### src/inc/smc_pkg.sv
package smc_pkg;
    // ==================================================
    // Register map (byte addresses)
    localparam int ADDR_W = 12;
    localparam logic [11:0] OFS_IRQ_DIV = 12'h414;
    localparam logic [11:0] OFS_RAM_ILV = 12'h470;
    localparam logic [11:0] OFS_CPU_STAT = 12'h80C;
    localparam logic [11:0] OFS_CACHE = 12'h824;
    localparam logic [11:0] OFS_PWM_A = 12'h938;
    localparam logic [11:0] OFS_PWM_B = 12'h93C;
    localparam logic [11:0] OFS_TMR = 12'h940;
    localparam logic [11:0] OFS_RAM_CTRL = 12'h944;
    localparam logic [11:0] OFS_GRAY_LO = 12'hB60;
    localparam logic [11:0] OFS_GRAY_HI = 12'hB64;
    localparam logic [11:0] OFS_BIN_LO = 12'hB68;
    localparam logic [11:0] OFS_BIN_HI = 12'hB6C;
    // ==================================================
    // Field widths and positions
    localparam int IRQ_W = 22;
    localparam int PWM_W = 4;
    localparam int TMR_W = 5;
    localparam int BANK_N = 4;
    localparam int GRAY_W = 42;
    localparam int GRAY_HI_W = 10;
    localparam int STAT_SLEEP = 0;
    localparam int STAT_LOCK = 2;
    localparam int CC_DIS = 0;
    localparam int CC_CLR = 1;
    localparam int CC_NOALLOC = 2;
    localparam int CC_WDIS = 4;
    localparam int CC_WLIM = 5;
    localparam int CC_SPLIT = 7;
    localparam int CC_CLAIM = 8;
    localparam int RC_ECC = 0;
    localparam int RC_OVR = 16;
    localparam int BANK_A = 0;
    // ==================================================
    // Reset values and timing
    localparam logic RST_ECC = 1'b1;
    localparam logic [4:0] IDLE_LIMIT = 5'h10;
    localparam logic [4:0] IDLE_SAT = 5'h11;
endpackage

### src/verilog/smc_bank.sv
// Function
// A 22-bit vector diverts each enabled interrupt to the DMA engine.
// Vector bits map upward to interrupts 2,23,26..45 as listed.
// Software writes zeros to bits 31:22 and ignores their read value.
// Interleave bit selects consecutive or interleaved banks A1/A2.
// Status register shows core lockup in bit 2, sleep in bit 0.
// Cache RAM claim bit, once written 1, stays 1 until reset.
// Fetch-attribute split bit keeps instructions and data apart.
// Software sets split bit only with execute-only regions configured.
// Buffer limit bit restricts buffering to cacheable-bufferable writes.
// Buffer disable bit turns the write-through buffer off.
// No-allocate bit stops the cache allocating new lines.
// Clear bit flushes cache contents; disable bit turns cache off.
// Two registers gate the four submodule clocks of each PWM.
// Five bits enable counter/timer function clocks, reset to zero.
// Per-bank override bits disable auto gating after 16 idle cycles.
// Bank A auto gating works only while its ECC is off.
// Each bank idles out; first read after stop costs one cycle.
// Bank A ECC enable bit resets to one.
// Converter takes 42-bit Gray code from two zero-reset registers.
// Upper Gray bits 41:32 sit in bits 9:0, rest reserved.
// Binary result reads at two offsets, high part in bits 9:0.
// Binary bit i is XOR of Gray bits 41 down to i.
// Reserved bits ignore writes and read as zero.
module smc_bank (
    input wire logic clk, // 250 MHz
    input wire logic sys_rst, // Sync reset, high
    input wire logic [smc_pkg::ADDR_W-1:0] addr, // Byte address
    input wire logic [31:0] wdata, // Write data
    input wire logic wr, // Write strobe
    input wire logic rd, // Read strobe
    output logic [31:0] rdata, // Read data, cycle after rd
    input wire logic [smc_pkg::IRQ_W-1:0] irq_src, // Interrupt pins
    output logic [smc_pkg::IRQ_W-1:0] irq_to_cpu, // Undiverted
    output logic [smc_pkg::IRQ_W-1:0] irq_to_dma, // Diverted
    input wire logic core_lockup_flag, // Core lockup pin
    input wire logic core_sleep_flag, // Core sleep pin
    output logic ram_interleave, // Banks A1/A2 interleaved
    output logic cache_ram_claim, // Shared RAM X1 given to cache
    output logic cache_fetch_attr_split, // Fetch attr in lookup
    output logic wt_buffer_limit, // Buffer only cacheable ones
    output logic wt_buffer_disable, // Buffer off
    output logic force_no_allocate, // No line allocation
    output logic cache_clear, // One-cycle flush pulse
    output logic cache_disable, // Cache off
    output logic [smc_pkg::PWM_W-1:0] pwm_a_clk_on, // PWM A clocks
    output logic [smc_pkg::PWM_W-1:0] pwm_b_clk_on, // PWM B clocks
    output logic [smc_pkg::TMR_W-1:0] timer_clock_on, // Timer clocks
    output logic bank_a_ecc_on, // Bank A ECC enable
    input wire logic [smc_pkg::BANK_N-1:0] bank_rd, // Bank reads A,X,B,C
    input wire logic [smc_pkg::BANK_N-1:0] bank_wr, // Bank writes
    output logic [smc_pkg::BANK_N-1:0] bank_clk_on, // Bank clock runs
    output logic [smc_pkg::BANK_N-1:0] bank_read_stall // Extra cycle
);
    import smc_pkg::*;

    // ==================================================
    // State
    typedef struct packed {
        logic [IRQ_W-1:0] div;
        logic ilv;
        logic claim;
        logic split;
        logic wlim;
        logic wdis;
        logic noalloc;
        logic clr;
        logic cdis;
        logic [PWM_W-1:0] pwma;
        logic [PWM_W-1:0] pwmb;
        logic [TMR_W-1:0] tmr;
        logic [BANK_N-1:0] ovr;
        logic ecc;
        logic [31:0] glo;
        logic [GRAY_HI_W-1:0] ghi;
        logic [31:0] rdata;
        logic lk_s1;
        logic lk_s2;
        logic sl_s1;
        logic sl_s2;
        logic [IRQ_W-1:0] irq_s1;
        logic [IRQ_W-1:0] irq_s2;
        logic [IRQ_W-1:0] to_cpu;
        logic [IRQ_W-1:0] to_dma;
        logic [BANK_N-1:0][4:0] idle;
        logic [BANK_N-1:0] clk_on;
        logic [BANK_N-1:0] stall;
    } smc_state_t;

    smc_state_t st_q;
    smc_state_t st_d;

    // ==================================================
    // Gray to binary convert
    // The result is plain logic on the stored inputs, so a read always sees
    // the registers written on earlier cycles and no start is needed.
    logic [GRAY_W-1:0] gray_in;
    wire [GRAY_W-1:0] bin_out;

    assign gray_in = {st_q.ghi, st_q.glo};

    for (genvar i = 0; i < GRAY_W; i++) begin : g_gray
        // Each binary bit folds in every Gray bit at and above it.
        assign bin_out[i] = ^gray_in[GRAY_W-1:i];
    end

    // ==================================================
    // Bank idle timers and clock gating
    wire [BANK_N-1:0][4:0] bank_idle_nx;
    wire [BANK_N-1:0] bank_on_nx;
    wire [BANK_N-1:0] bank_stall_nx;

    for (genvar b = 0; b < BANK_N; b++) begin : g_bank
        wire acc;
        wire auto_ok;
        assign acc = bank_rd[b] | bank_wr[b];
        if (b == BANK_A) begin : g_ecc
            // ECC on bank A keeps its clock running whatever the override.
            assign auto_ok = ~st_q.ovr[b] & ~st_q.ecc;
        end else begin : g_plain
            assign auto_ok = ~st_q.ovr[b];
        end
        // The count saturates one past the limit so it never wraps back on.
        assign bank_idle_nx[b] = acc ? 5'h00
            : (st_q.idle[b] == IDLE_SAT) ? IDLE_SAT
            : st_q.idle[b] + 5'h01;
        // Gated once more than 16 idle cycles have passed.
        assign bank_on_nx[b] =
            ~(auto_ok & (bank_idle_nx[b] > IDLE_LIMIT));
        // Only a read waits for the wake; a write is free.
        assign bank_stall_nx[b] = bank_rd[b] & ~st_q.clk_on[b];
    end

    // ==================================================
    // Next state
    always_comb begin
        st_d = st_q;

        // Pins cross into this clock through two stages.
        st_d.lk_s1 = core_lockup_flag;
        st_d.lk_s2 = st_q.lk_s1;
        st_d.sl_s1 = core_sleep_flag;
        st_d.sl_s2 = st_q.sl_s1;
        st_d.irq_s1 = irq_src;
        st_d.irq_s2 = st_q.irq_s1;

        st_d.to_dma = st_q.irq_s2 & st_q.div;
        st_d.to_cpu = st_q.irq_s2 & ~st_q.div;

        // The flush is a pulse; the stored bit never holds it.
        st_d.clr = 1'b0;

        if (wr) begin
            unique case (addr)
                OFS_IRQ_DIV: st_d.div = wdata[IRQ_W-1:0];
                OFS_RAM_ILV: st_d.ilv = wdata[0];
                OFS_CACHE: begin
                    // Once claimed, the RAM cannot be handed back.
                    st_d.claim = st_q.claim | wdata[CC_CLAIM];
                    st_d.split = wdata[CC_SPLIT];
                    st_d.wlim = wdata[CC_WLIM];
                    st_d.wdis = wdata[CC_WDIS];
                    st_d.noalloc = wdata[CC_NOALLOC];
                    st_d.clr = wdata[CC_CLR];
                    st_d.cdis = wdata[CC_DIS];
                end
                OFS_PWM_A: st_d.pwma = wdata[PWM_W-1:0];
                OFS_PWM_B: st_d.pwmb = wdata[PWM_W-1:0];
                OFS_TMR: st_d.tmr = wdata[TMR_W-1:0];
                OFS_RAM_CTRL: begin
                    st_d.ovr = wdata[RC_OVR+:BANK_N];
                    st_d.ecc = wdata[RC_ECC];
                end
                OFS_GRAY_LO: st_d.glo = wdata;
                OFS_GRAY_HI: st_d.ghi = wdata[GRAY_HI_W-1:0];
                default: begin
                end
            endcase
        end

        if (rd) begin
            st_d.rdata = '0;
            unique case (addr)
                OFS_IRQ_DIV: st_d.rdata[IRQ_W-1:0] = st_q.div;
                OFS_RAM_ILV: st_d.rdata[0] = st_q.ilv;
                OFS_CPU_STAT: begin
                    st_d.rdata[STAT_LOCK] = st_q.lk_s2;
                    st_d.rdata[STAT_SLEEP] = st_q.sl_s2;
                end
                OFS_CACHE: begin
                    st_d.rdata[CC_CLAIM] = st_q.claim;
                    st_d.rdata[CC_SPLIT] = st_q.split;
                    st_d.rdata[CC_WLIM] = st_q.wlim;
                    st_d.rdata[CC_WDIS] = st_q.wdis;
                    st_d.rdata[CC_NOALLOC] = st_q.noalloc;
                    st_d.rdata[CC_DIS] = st_q.cdis;
                end
                OFS_PWM_A: st_d.rdata[PWM_W-1:0] = st_q.pwma;
                OFS_PWM_B: st_d.rdata[PWM_W-1:0] = st_q.pwmb;
                OFS_TMR: st_d.rdata[TMR_W-1:0] = st_q.tmr;
                OFS_RAM_CTRL: begin
                    st_d.rdata[RC_OVR+:BANK_N] = st_q.ovr;
                    st_d.rdata[RC_ECC] = st_q.ecc;
                end
                OFS_GRAY_LO: st_d.rdata = st_q.glo;
                OFS_GRAY_HI: st_d.rdata[GRAY_HI_W-1:0] = st_q.ghi;
                OFS_BIN_LO: st_d.rdata = bin_out[31:0];
                OFS_BIN_HI: begin
                    st_d.rdata[GRAY_HI_W-1:0] = bin_out[GRAY_W-1:32];
                end
                default: begin
                end
            endcase
        end else begin
            // Data stand only in the cycle after the read.
            st_d.rdata = '0;
        end

        // Bank timers come from the per-bank logic above.
        st_d.idle = bank_idle_nx;
        st_d.clk_on = bank_on_nx;
        st_d.stall = bank_stall_nx;

        if (sys_rst) begin
            st_d = '0;
            st_d.ecc = RST_ECC;
            st_d.clk_on = '1;
        end
    end

    always_ff @(posedge clk) begin
        st_q <= st_d;
    end

    // ==================================================
    // Outputs
    assign rdata = st_q.rdata;
    assign irq_to_cpu = st_q.to_cpu;
    assign irq_to_dma = st_q.to_dma;
    assign ram_interleave = st_q.ilv;
    assign cache_ram_claim = st_q.claim;
    assign cache_fetch_attr_split = st_q.split;
    assign wt_buffer_limit = st_q.wlim;
    assign wt_buffer_disable = st_q.wdis;
    assign force_no_allocate = st_q.noalloc;
    assign cache_clear = st_q.clr;
    assign cache_disable = st_q.cdis;
    assign pwm_a_clk_on = st_q.pwma;
    assign pwm_b_clk_on = st_q.pwmb;
    assign timer_clock_on = st_q.tmr;
    assign bank_a_ecc_on = st_q.ecc;
    assign bank_clk_on = st_q.clk_on;
    assign bank_read_stall = st_q.stall;

    // ==================================================
    // Checks
    a_irq_route: assert property (
        @(posedge clk) disable iff (sys_rst)
        ##1 (irq_to_dma == ($past(st_q.irq_s2) & $past(st_q.div)))
    ) else $error("diverted interrupts do not follow the vector");

    a_claim_lock: assert property (
        @(posedge clk) disable iff (sys_rst)
        cache_ram_claim |=> cache_ram_claim
    ) else $error("cache RAM claim dropped without reset");

    a_clear_pulse: assert property (
        @(posedge clk) disable iff (sys_rst)
        (wr && addr == OFS_CACHE && wdata[CC_CLR]) |=> cache_clear
    ) else $error("cache flush pulse missing");

    a_gate_override: assert property (
        @(posedge clk) disable iff (sys_rst)
        st_q.ovr[1] |=> bank_clk_on[1]
    ) else $error("bank X gated while override set");

    a_ecc_blocks: assert property (
        @(posedge clk) disable iff (sys_rst)
        st_q.ecc |=> bank_clk_on[BANK_A]
    ) else $error("bank A gated while ECC on");

    a_read_stall: assert property (
        @(posedge clk) disable iff (sys_rst)
        (bank_rd[BANK_A] && !bank_clk_on[BANK_A]) |=>
            bank_read_stall[BANK_A]
    ) else $error("first read after stop not stalled");

    a_write_free: assert property (
        @(posedge clk) disable iff (sys_rst)
        !bank_rd[1] |=> !bank_read_stall[1]
    ) else $error("stall without a read");

    a_hi_reserved: assert property (
        @(posedge clk) disable iff (sys_rst)
        (rd && addr == OFS_GRAY_HI) |=> (rdata[31:GRAY_HI_W] == '0)
    ) else $error("reserved gray bits read nonzero");

    a_lock_flag: assert property (
        @(posedge clk) disable iff (sys_rst)
        (rd && addr == OFS_CPU_STAT) |=>
            (rdata[STAT_LOCK] == $past(st_q.lk_s2))
    ) else $error("lockup status wrong");

    a_irq_split: assert property (
        @(posedge clk) disable iff (sys_rst)
        (irq_to_cpu & irq_to_dma) == '0
    ) else $error("interrupt routed to both targets");

    a_reset_state: assert property (
        @(posedge clk)
        $fell(sys_rst) |-> (bank_a_ecc_on && timer_clock_on == '0
            && st_q.glo == '0 && st_q.ghi == '0)
    ) else $error("register bank not at reset values");

    a_ilv_write: assert property (
        @(posedge clk) disable iff (sys_rst)
        (wr && addr == OFS_RAM_ILV) |=> (ram_interleave == $past(wdata[0]))
    ) else $error("interleave select not written");

    a_claim_set: assert property (
        @(posedge clk) disable iff (sys_rst)
        (wr && addr == OFS_CACHE && wdata[CC_CLAIM]) |=> cache_ram_claim
    ) else $error("cache RAM claim not taken");

    a_split_write: assert property (
        @(posedge clk) disable iff (sys_rst)
        (wr && addr == OFS_CACHE) |=>
            (cache_fetch_attr_split == $past(wdata[CC_SPLIT]))
    ) else $error("fetch attribute split not written");

    a_buf_write: assert property (
        @(posedge clk) disable iff (sys_rst)
        (wr && addr == OFS_CACHE) |=>
            ({wt_buffer_limit, wt_buffer_disable} ==
                $past({wdata[CC_WLIM], wdata[CC_WDIS]}))
    ) else $error("write-through buffer controls not written");

    a_alloc_write: assert property (
        @(posedge clk) disable iff (sys_rst)
        (wr && addr == OFS_CACHE) |=>
            ({force_no_allocate, cache_disable} ==
                $past({wdata[CC_NOALLOC], wdata[CC_DIS]}))
    ) else $error("allocation or disable control not written");

    a_pwm_write: assert property (
        @(posedge clk) disable iff (sys_rst)
        (wr && addr == OFS_PWM_B) |=>
            (pwm_b_clk_on == $past(wdata[PWM_W-1:0]))
    ) else $error("second PWM clock enables not written");

    a_tmr_write: assert property (
        @(posedge clk) disable iff (sys_rst)
        (wr && addr == OFS_TMR) |=>
            (timer_clock_on == $past(wdata[TMR_W-1:0]))
    ) else $error("timer clock enables not written");

    a_wake_access: assert property (
        @(posedge clk) disable iff (sys_rst)
        (bank_rd[BANK_A] || bank_wr[BANK_A]) |=> bank_clk_on[BANK_A]
    ) else $error("bank A not woken by an access");

    a_gate_idle: assert property (
        @(posedge clk) disable iff (sys_rst)
        $fell(bank_clk_on[BANK_A]) |-> (st_q.idle[BANK_A] > IDLE_LIMIT)
    ) else $error("bank A gated before its idle time ran out");

    a_stall_once: assert property (
        @(posedge clk) disable iff (sys_rst)
        bank_read_stall[BANK_A] |=> !bank_read_stall[BANK_A]
    ) else $error("read stall longer than one cycle");

    a_bin_reserved: assert property (
        @(posedge clk) disable iff (sys_rst)
        (rd && addr == OFS_BIN_HI) |=> (rdata[31:GRAY_HI_W] == '0)
    ) else $error("reserved binary bits read nonzero");

    a_rdata_idle: assert property (
        @(posedge clk) disable iff (sys_rst)
        !rd |=> (rdata == '0)
    ) else $error("read data stand outside the answer cycle");
endmodule

### config.mk
export PLATFORM = sky130hd
export DESIGN_NAME = smc_bank
export DESIGN_NICKNAME = d
export VERILOG_FILES = /design/src/inc/smc_pkg.sv /design/src/verilog/smc_bank.sv
export SDC_FILE = /design/constraint.sdc
export NUM_CORES = 1
export LEC_CHECK = 0
export ABC_CLOCK_PERIOD_IN_PS = 4300
export BUFFER_PORTS_ARGS = -buffer_cell sky130_fd_sc_hd__clkbuf_2
export CAP_MARGIN = 10
export CELL_PAD_IN_SITES_DETAIL_PLACEMENT = 1
export CELL_PAD_IN_SITES_GLOBAL_PLACEMENT = 1
export CORE_MARGIN = 4
export CORE_UTILIZATION = 42
export CTS_CLUSTER_SIZE = 20
export DETAILED_ROUTE_END_ITERATION = 8
export PLACE_DENSITY_LB_ADDON = 0.1
export SETUP_SLACK_MARGIN = 0.2
export SYNTH_ARGS = -nofsm -noshare
export SYNTH_HDL_FRONTEND = slang
export SYNTH_SLANG_ARGS = --single-unit
### constraint.sdc
create_clock -name clk -period 4.3 [get_ports clk]
set_input_delay 0.215 -clock clk [delete_from_list [all_inputs] [get_ports clk]]
set_output_delay 0.215 -clock clk [all_outputs]
set_load 0.1 [all_outputs]
==> results.json, run 1 <==
{
  "required_ps": 4720,
  "synth-seq-area-share_pct": 47.5,
  "vias": 8104,
  "sw_frac_of_total_pct": 22.2,
  "syn-cell-area_um2": 10200,
  "yosysTopAreaCell": "dfxtp_1",
  "start_util_pct": 43.1,
  "p_switching_w": 0.00109,
  "ioPinCount": 186,
  "die_h_um": 164,
  "synth_nets": 1198,
  "dp_hpwl_um": 20800,
  "path_clk_slew_ps": 60,
  "clkLatencyLatePin_ps": 550,
  "diodes": 0,
  "initialDrtViolationCount": 474,
  "track_usage_pct": 22.0,
  "clk_path_buf_depth": 3,
  "synth_area_leaders": "dfxtp_1 (47%), nand2_1 (7.2%), buf_4 (7.1%), a21oi_1 (4.6%), xnor2_1 (3.6%)",
  "finalHoldViolCount": 0,
  "cts_buffers": 27,
  "period_minus_slack_ps": 3500,
  "area_growth_pct": 20.7,
  "final_cell_mix": "dfxtp_1 (242), nand2_1 (195), clkbuf_2 (184)",
  "fin_skew_ps": 9.53,
  "coreArea_um2": 23700,
  "cts_tree": "done",
  "finalMaxSlewViolations": 0,
  "seqPwrFrac_pct": 46.3,
  "rows": 56,
  "numPortBuffers": 185,
  "htree_levels": 1,
  "critPathCaptureType": "flop",
  "whs_ps": 63.4,
  "relSlewSlack_pct": 41.8,
  "synth_cell_types": 56,
  "grt_pass1_vias": 8430,
  "power.leakage_nw": 4.95,
  "powerDensity_nw_per_um2": 399,
  "cts_resized": 0,
  "finalPower_w": 0.00492,
  "viasPerCell": 5.09,
  "status": "completed",
  "synth-main-ff-cell": "dfxtp_1",
  "p_comb_share_pct": 4.9,
  "drive_above_1_share_pct": 20.7,
  "tightest_slew_ps": 872,
  "wl_um": 29700,
  "synthDominantCellAreaShare_pct": 47.5,
  "postSynth.asyncResetShare_pct": 0,
  "synth_edf_count": 0,
  "start_kind": "flop",
  "num-nets-final": 1342,
  "drcViolationCount": 0,
  "clkPwrFrac_pct": 48.8,
  "criticalPathCategory": "flop to flop",
  "vdd_drop_max_uv": 241,
  "firstDrtPassIters": 6,
  "fmax_mhz": 286,
  "p_int_w": 0.00383,
  "setup_viol": 0,
  "layout_commonest_cell": "dfxtp_1",
  "clock_sinks": 242,
  "antenna_found_initial": 1,
  "wl_per_cell_um": 18.7,
  "crit_fanout": 9,
  "rsz0062_at_grt": "false",
  "root_buffer": "clkbuf_16",
  "syn_inst": 1110,
  "post-route-period-util_pct": 81.3,
  "setup_tns_ps": 0,
  "postRouteAntennaNets": 0,
  "finalWeightedCongestion": 0.884,
  "arrival_ps": 3910,
  "ys_ff_latch": 242,
  "postSynthAreaPerCell_um2": 9.20,
  "dieArea_um2": 26900,
  "grt_max_degree": 104,
  "die_w_um": 164,
  "min_path_type": "primary input to flop",
  "ys_warn_count": 0,
  "drv_cap": 0,
  "grt_pass1_wl_um": 46900,
  "grt.overflow.total": 0
}
## power by group through the flow
stage | logic [W] | clock network (W) | registers, W
6_report | 0.000240 | 0.00240 | 0.00228
5_1_grt | 0.000259 | 0.00257 | 0.00228
4_1_cts | 0.000241 | 0.00246 | 0.00228
3_5_place_dp | 0.000195 | 0 | 0.00233
3_3_place_gp | 0.000194 | 0 | 0.00233
2_1_floorplan | 0.000121 | 0 | 0.00233
## metrics by stage
step	utilization [%]	instances	area (um^2)	worst slack, ps
6_report	52.0	1592	12300	804
5_1_grt	52.0	1592	12300	644
4_1_cts	52.0	1592	12300	812
3_5_place_dp	45.4	1481	10700	862
3_3_place_gp	45.4	1481	10700	898
2_1_floorplan	-	1110	10200	1160
## cells by family after synthesis
family          share of synthesized area [%]
compound gates                           9.67
xor+xnor                                 9.50
fa+ha+maj                               0.981
buf+inv                                  9.28
flops                                    47.5
mux                                      1.81
simple gates                             21.3
## synthesized netlist by cell type, types with 3 or more instances
cell	number
a21oi_1	94
o21ai_0	13
inv_1	6
clkbuf_1	51
nand4_1	3
nand2_1	195
and2_1	3
buf_4	97
a31oi_1	3
and3_1	7
a22oi_1	11
nor3_1	17
and3b_1	22
a22o_1	3
nand2b_1	5
nor3b_1	29
mux2_2	4
xor2_1	32
xnor3_1	5
mux2i_1	14
o31ai_1	3
or3_1	10
ha_1	8
nand3_1	26
a32oi_1	3
nor2b_1	52
nor2_1	54
xnor2_1	42
a221oi_1	3
dfxtp_1	242
a222oi_1	12
nor4_1	6
a21boi_0	3
## critical path, stage by stage (launching register included)
cell and delay [ps]:
dfxtp_1 390, xor3_2 530, xnor3_2 450, xnor3_2 530
xnor2_4 470, xor3_2 580, a221oi_1 300, a21oi_1 110
## area by class of cell
| type | instances | area (um^2) |
|---|---|---|
| Fill cell | 2754 | 11400 |
| Tap cell | 319 | 399 |
| Multi-Input combinational cell | 713 | 4430 |
| Sequential cell | 242 | 4840 |
| Timing Repair Buffer | 264 | 1680 |
| Clock inverter | 8 | 109 |
| Clock buffer | 40 | 835 |
| Inverter | 6 | 22.5 |
## worst paths after layout
kind	start	endpoint	slack, ps	depth (start not counted)
max reg2reg	bin_out[41]$_SDFFE_PP0P_	rdata[7]$_SDFF_PP0_	800	7
min reg2reg	bank_clk_on[3]$_SDFF_PP1_	bank_read_stall[3]$_SDFF_PP0_	420	1
max	bin_out[41]$_SDFFE_PP0P_	rdata[7]$_SDFF_PP0_	800	7
min	wdata[2]	force_no_allocate$_SDFFE_PP0P_	60	3
## state kept, by name (all words and copies together) (netlist names), 5 cells and up
signal,flops
irq_to_cpu,22
st_q,94
timer_clock_on,5
irq_to_dma,22
gray_in,41
rdata,32
## metal layers
metal  global-route usage [%]  up-vias  routed length (um)
met5                        0        -                   8
met4                     4.84        2                 520
met3                     3.34       42                1430
met2                     40.9      187               15400
met1                     26.7     3942               12300
li1                         -     3931                   -
## what timing repair did
action                                 in CTS  in global routing
endpoints found under the hold margin      93                  0
setup endpoints to repair                   0                  0
setup buffers                               0                  0
hold buffers                               63                  0
Note: power is estimated with default switching activity, not from simulation.
==> run 2: changes to the inputs <==
- ABC_CLOCK_PERIOD_IN_PS: 4300 -> 2900
- CORE_UTILIZATION: 42 -> 38
- clock period: 4.3 -> 2.9 ns (I/O delays scaled with it)
==> run 2 against run 1 <==
Non-clock buffer count up 40. Global-route usage decreased by 0.99 points. Flip-flop and latch count did not move. Register-to-register slack got worse by 640 ps. Sequential share of layout area fell by 1.2 points. Total power increased by 45%.
==> results.json, run 2 (same netlist as run 1, synthesis figures left out) <==
{
  "status": "completed",
  "p_comb_share_pct": 5.2,
  "vdd_drop_max_uv": 359,
  "cp_top_family": "XOR/XNOR gates",
  "p_switching_w": 0.00162,
  "viasPerCell": 5.10,
  "path_clk_slew_ps": 70,
  "finalHoldViolCount": 0,
  "dp_hpwl_um": 22300,
  "cts_buffers": 28,
  "vias": 8391,
  "diodes": 0,
  "rsz0062_at_grt": "true",
  "numPortBuffers": 185,
  "clock_sinks": 242,
  "powerDensity_nw_per_um2": 560,
  "crit_chain": "xnor3_2 -> xnor2_4 -> xnor3_2 -> xnor2_4 -> buf_6 -> xnor2_2 -> or4_4 -> a21o_1 -> a21oi_2",
  "dp_slack_ps": 29.0,
  "final_core_util_pct": 48.5,
  "fin_skew_ps": 7.74,
  "required_ps": 3380,
  "grt_max_degree": 86,
  "post-route-period-util_pct": 94.4,
  "seqPwrFrac_pct": 47.4,
  "max_stage_delay_ps": 480,
  "criticalPathCategory": "flop to flop",
  "drv_cap": 0,
  "clkLatencyLatePin_ps": 540,
  "finalWorstSetupSlack_ps": 163,
  "largest_reg_flops": 94,
  "crit_fanout": 4,
  "drcViolationCount": 0,
  "die_w_um": 172,
  "arrival_ps": 3220,
  "period_minus_slack_ps": 2740,
  "setup_tns_ps": 0,
  "power.leakage_nw": 5.18,
  "gr-max-usage-layer": "met2",
  "sw_frac_of_total_pct": 22.7,
  "finalMaxSlewViolations": 0,
  "initialDrtViolationCount": 523,
  "start_util_pct": 38.8,
  "min_path_type": "primary input to flop",
  "largest_register": "st_q",
  "dieArea_um2": 29600,
  "cts_tree": "done",
  "drive_above_1_share_pct": 24.2,
  "final_cell_mix": "dfxtp_1 (234), nand2_1 (195), clkbuf_2 (184)",
  "critPathCaptureType": "flop",
  "rows": 59,
  "wl_um": 31800,
  "tightest_slew_ps": 796,
  "critPathBufInv": 1,
  "firstDrtPassIters": 9,
  "finalWeightedCongestion": 0.859,
  "coreArea_um2": 26300,
  "start_kind": "flop",
  "cp_slowest_cell": "xnor3_2",
  "setup_viol": 0,
  "clk_path_buf_depth": 3,
  "fmax_mhz": 365,
  "ioPinCount": 186,
  "postRouteAntennaNets": 0,
  "area_growth_pct": 24.9,
  "p_int_w": 0.00551,
  "met1_usage_pct": 29.2,
  "root_buffer": "clkbuf_16",
  "met2_usage_pct": 34.4,
  "grt_pass1_wl_um": 49000,
  "track_usage_pct": 21.0,
  "die_h_um": 172,
  "relSlewSlack_pct": 46.6,
  "num-nets-final": 1383,
  "antenna_found_initial": 1,
  "clkPwrFrac_pct": 47.4,
  "grt_pass1_vias": 8545,
  "htree_levels": 1,
  "wl_per_cell_um": 19.3,
  "grt.overflow.total": 0,
  "layout_commonest_cell": "dfxtp_1",
  "grt_util_met3_pct": 3.27
}
==> run 2: cell types whose count changed in the layout (fill, tap and decap cells not counted), moves of 3 or more <==
cell,delta
buf_4,+29
dfxtp_1,-8
dfxtp_2,+7
xnor2_1,-7
buf_6,+5
clkbuf_8,-5
xnor2_2,+5
dlygate4sd3_1,+4
xnor3_1,-3
xnor3_2,+3
==> run 2: through the flow <==
stage | area (um^2) | total power, W | std cells | hold WS (ps)
6_report | 12700 | 0.00713 | 1646 | 30.3
3_3_place_gp | 11000 | 0.00375 | 1520 | 353
5_1_grt | 12700 | 0.00740 | 1646 | 52.8
3_5_place_dp | 11000 | 0.00375 | 1520 | 362
2_1_floorplan | 10200 | 0.00363 | 1110 | 259
4_1_cts | 12600 | 0.00724 | 1641 | 21.0
==> run 2: worst register-to-register path, stage by stage (launching register included) <==
cell and delay [ps]:
dfxtp_2 340, xnor3_2 480, xnor2_4 210, xnor3_2 430
xnor2_4 190, buf_6 170, xnor2_2 140, or4_4 420
a21o_1 180, a21oi_2 110
==> run 2: worst paths after layout <==
| path | cells past startpoint | startpoint | endpoint | slack (ps) |
|---|---|---|---|---|
| max | 9 | gray_in[32]$_SDFFE_PP0P_ | rdata[12]$_SDFF_PP0_ | 160 |
| min | 3 | wdata[0] | gray_in[0]$_SDFFE_PP0P_ | 30 |
| max reg2reg | 9 | gray_in[32]$_SDFFE_PP0P_ | rdata[12]$_SDFF_PP0_ | 160 |
| min reg2reg | 1 | bank_clk_on[0]$_SDFF_PP1_ | bank_read_stall[0]$_SDFF_PP0_ | 420 |
==> run 2: cell type report <==
| type | count | area [um^2] |
|---|---|---|
| fillers | 3031 | 13500 |
| multi-input cells | 713 | 4530 |
| inverters | 6 | 22.5 |
| clock inverters | 9 | 86.3 |
| well taps | 335 | 419 |
| flip-flops and latches | 242 | 4860 |
| clock buffers | 37 | 795 |
| repair buffers | 304 | 2040 |
==> run 2: power by group through the flow <==
stage	sequential, W	combinational, W	clock (W)
after floorplan	0.00345	0.000179	0
after global placement	0.00345	0.000296	0
after detailed placement	0.00345	0.000297	0
after CTS	0.00338	0.000370	0.00348
after global routing	0.00338	0.000399	0.00362
final	0.00338	0.000369	0.00338
==> run 2: timing repair <==
| item | CTS | global route |
|---|---|---|
| endpoints found under the setup margin | 13 | 18 |
| gates resized for setup | 8 | 17 |
| buffers inserted | 8 | 5 |
| gates cloned | 0 | 0 |
| hold buffers | 67 | 0 |
| pin swaps | 7 | 18 |
| endpoints found under the hold margin | 124 | 0 |
==> run 2: layer usage <==
layer,vias to the layer above,part of all wire [%]
met4,2,2.2
met1,4070,46
met3,51,5.8
met2,243,46
met5,-,0.041
li1,4025,-
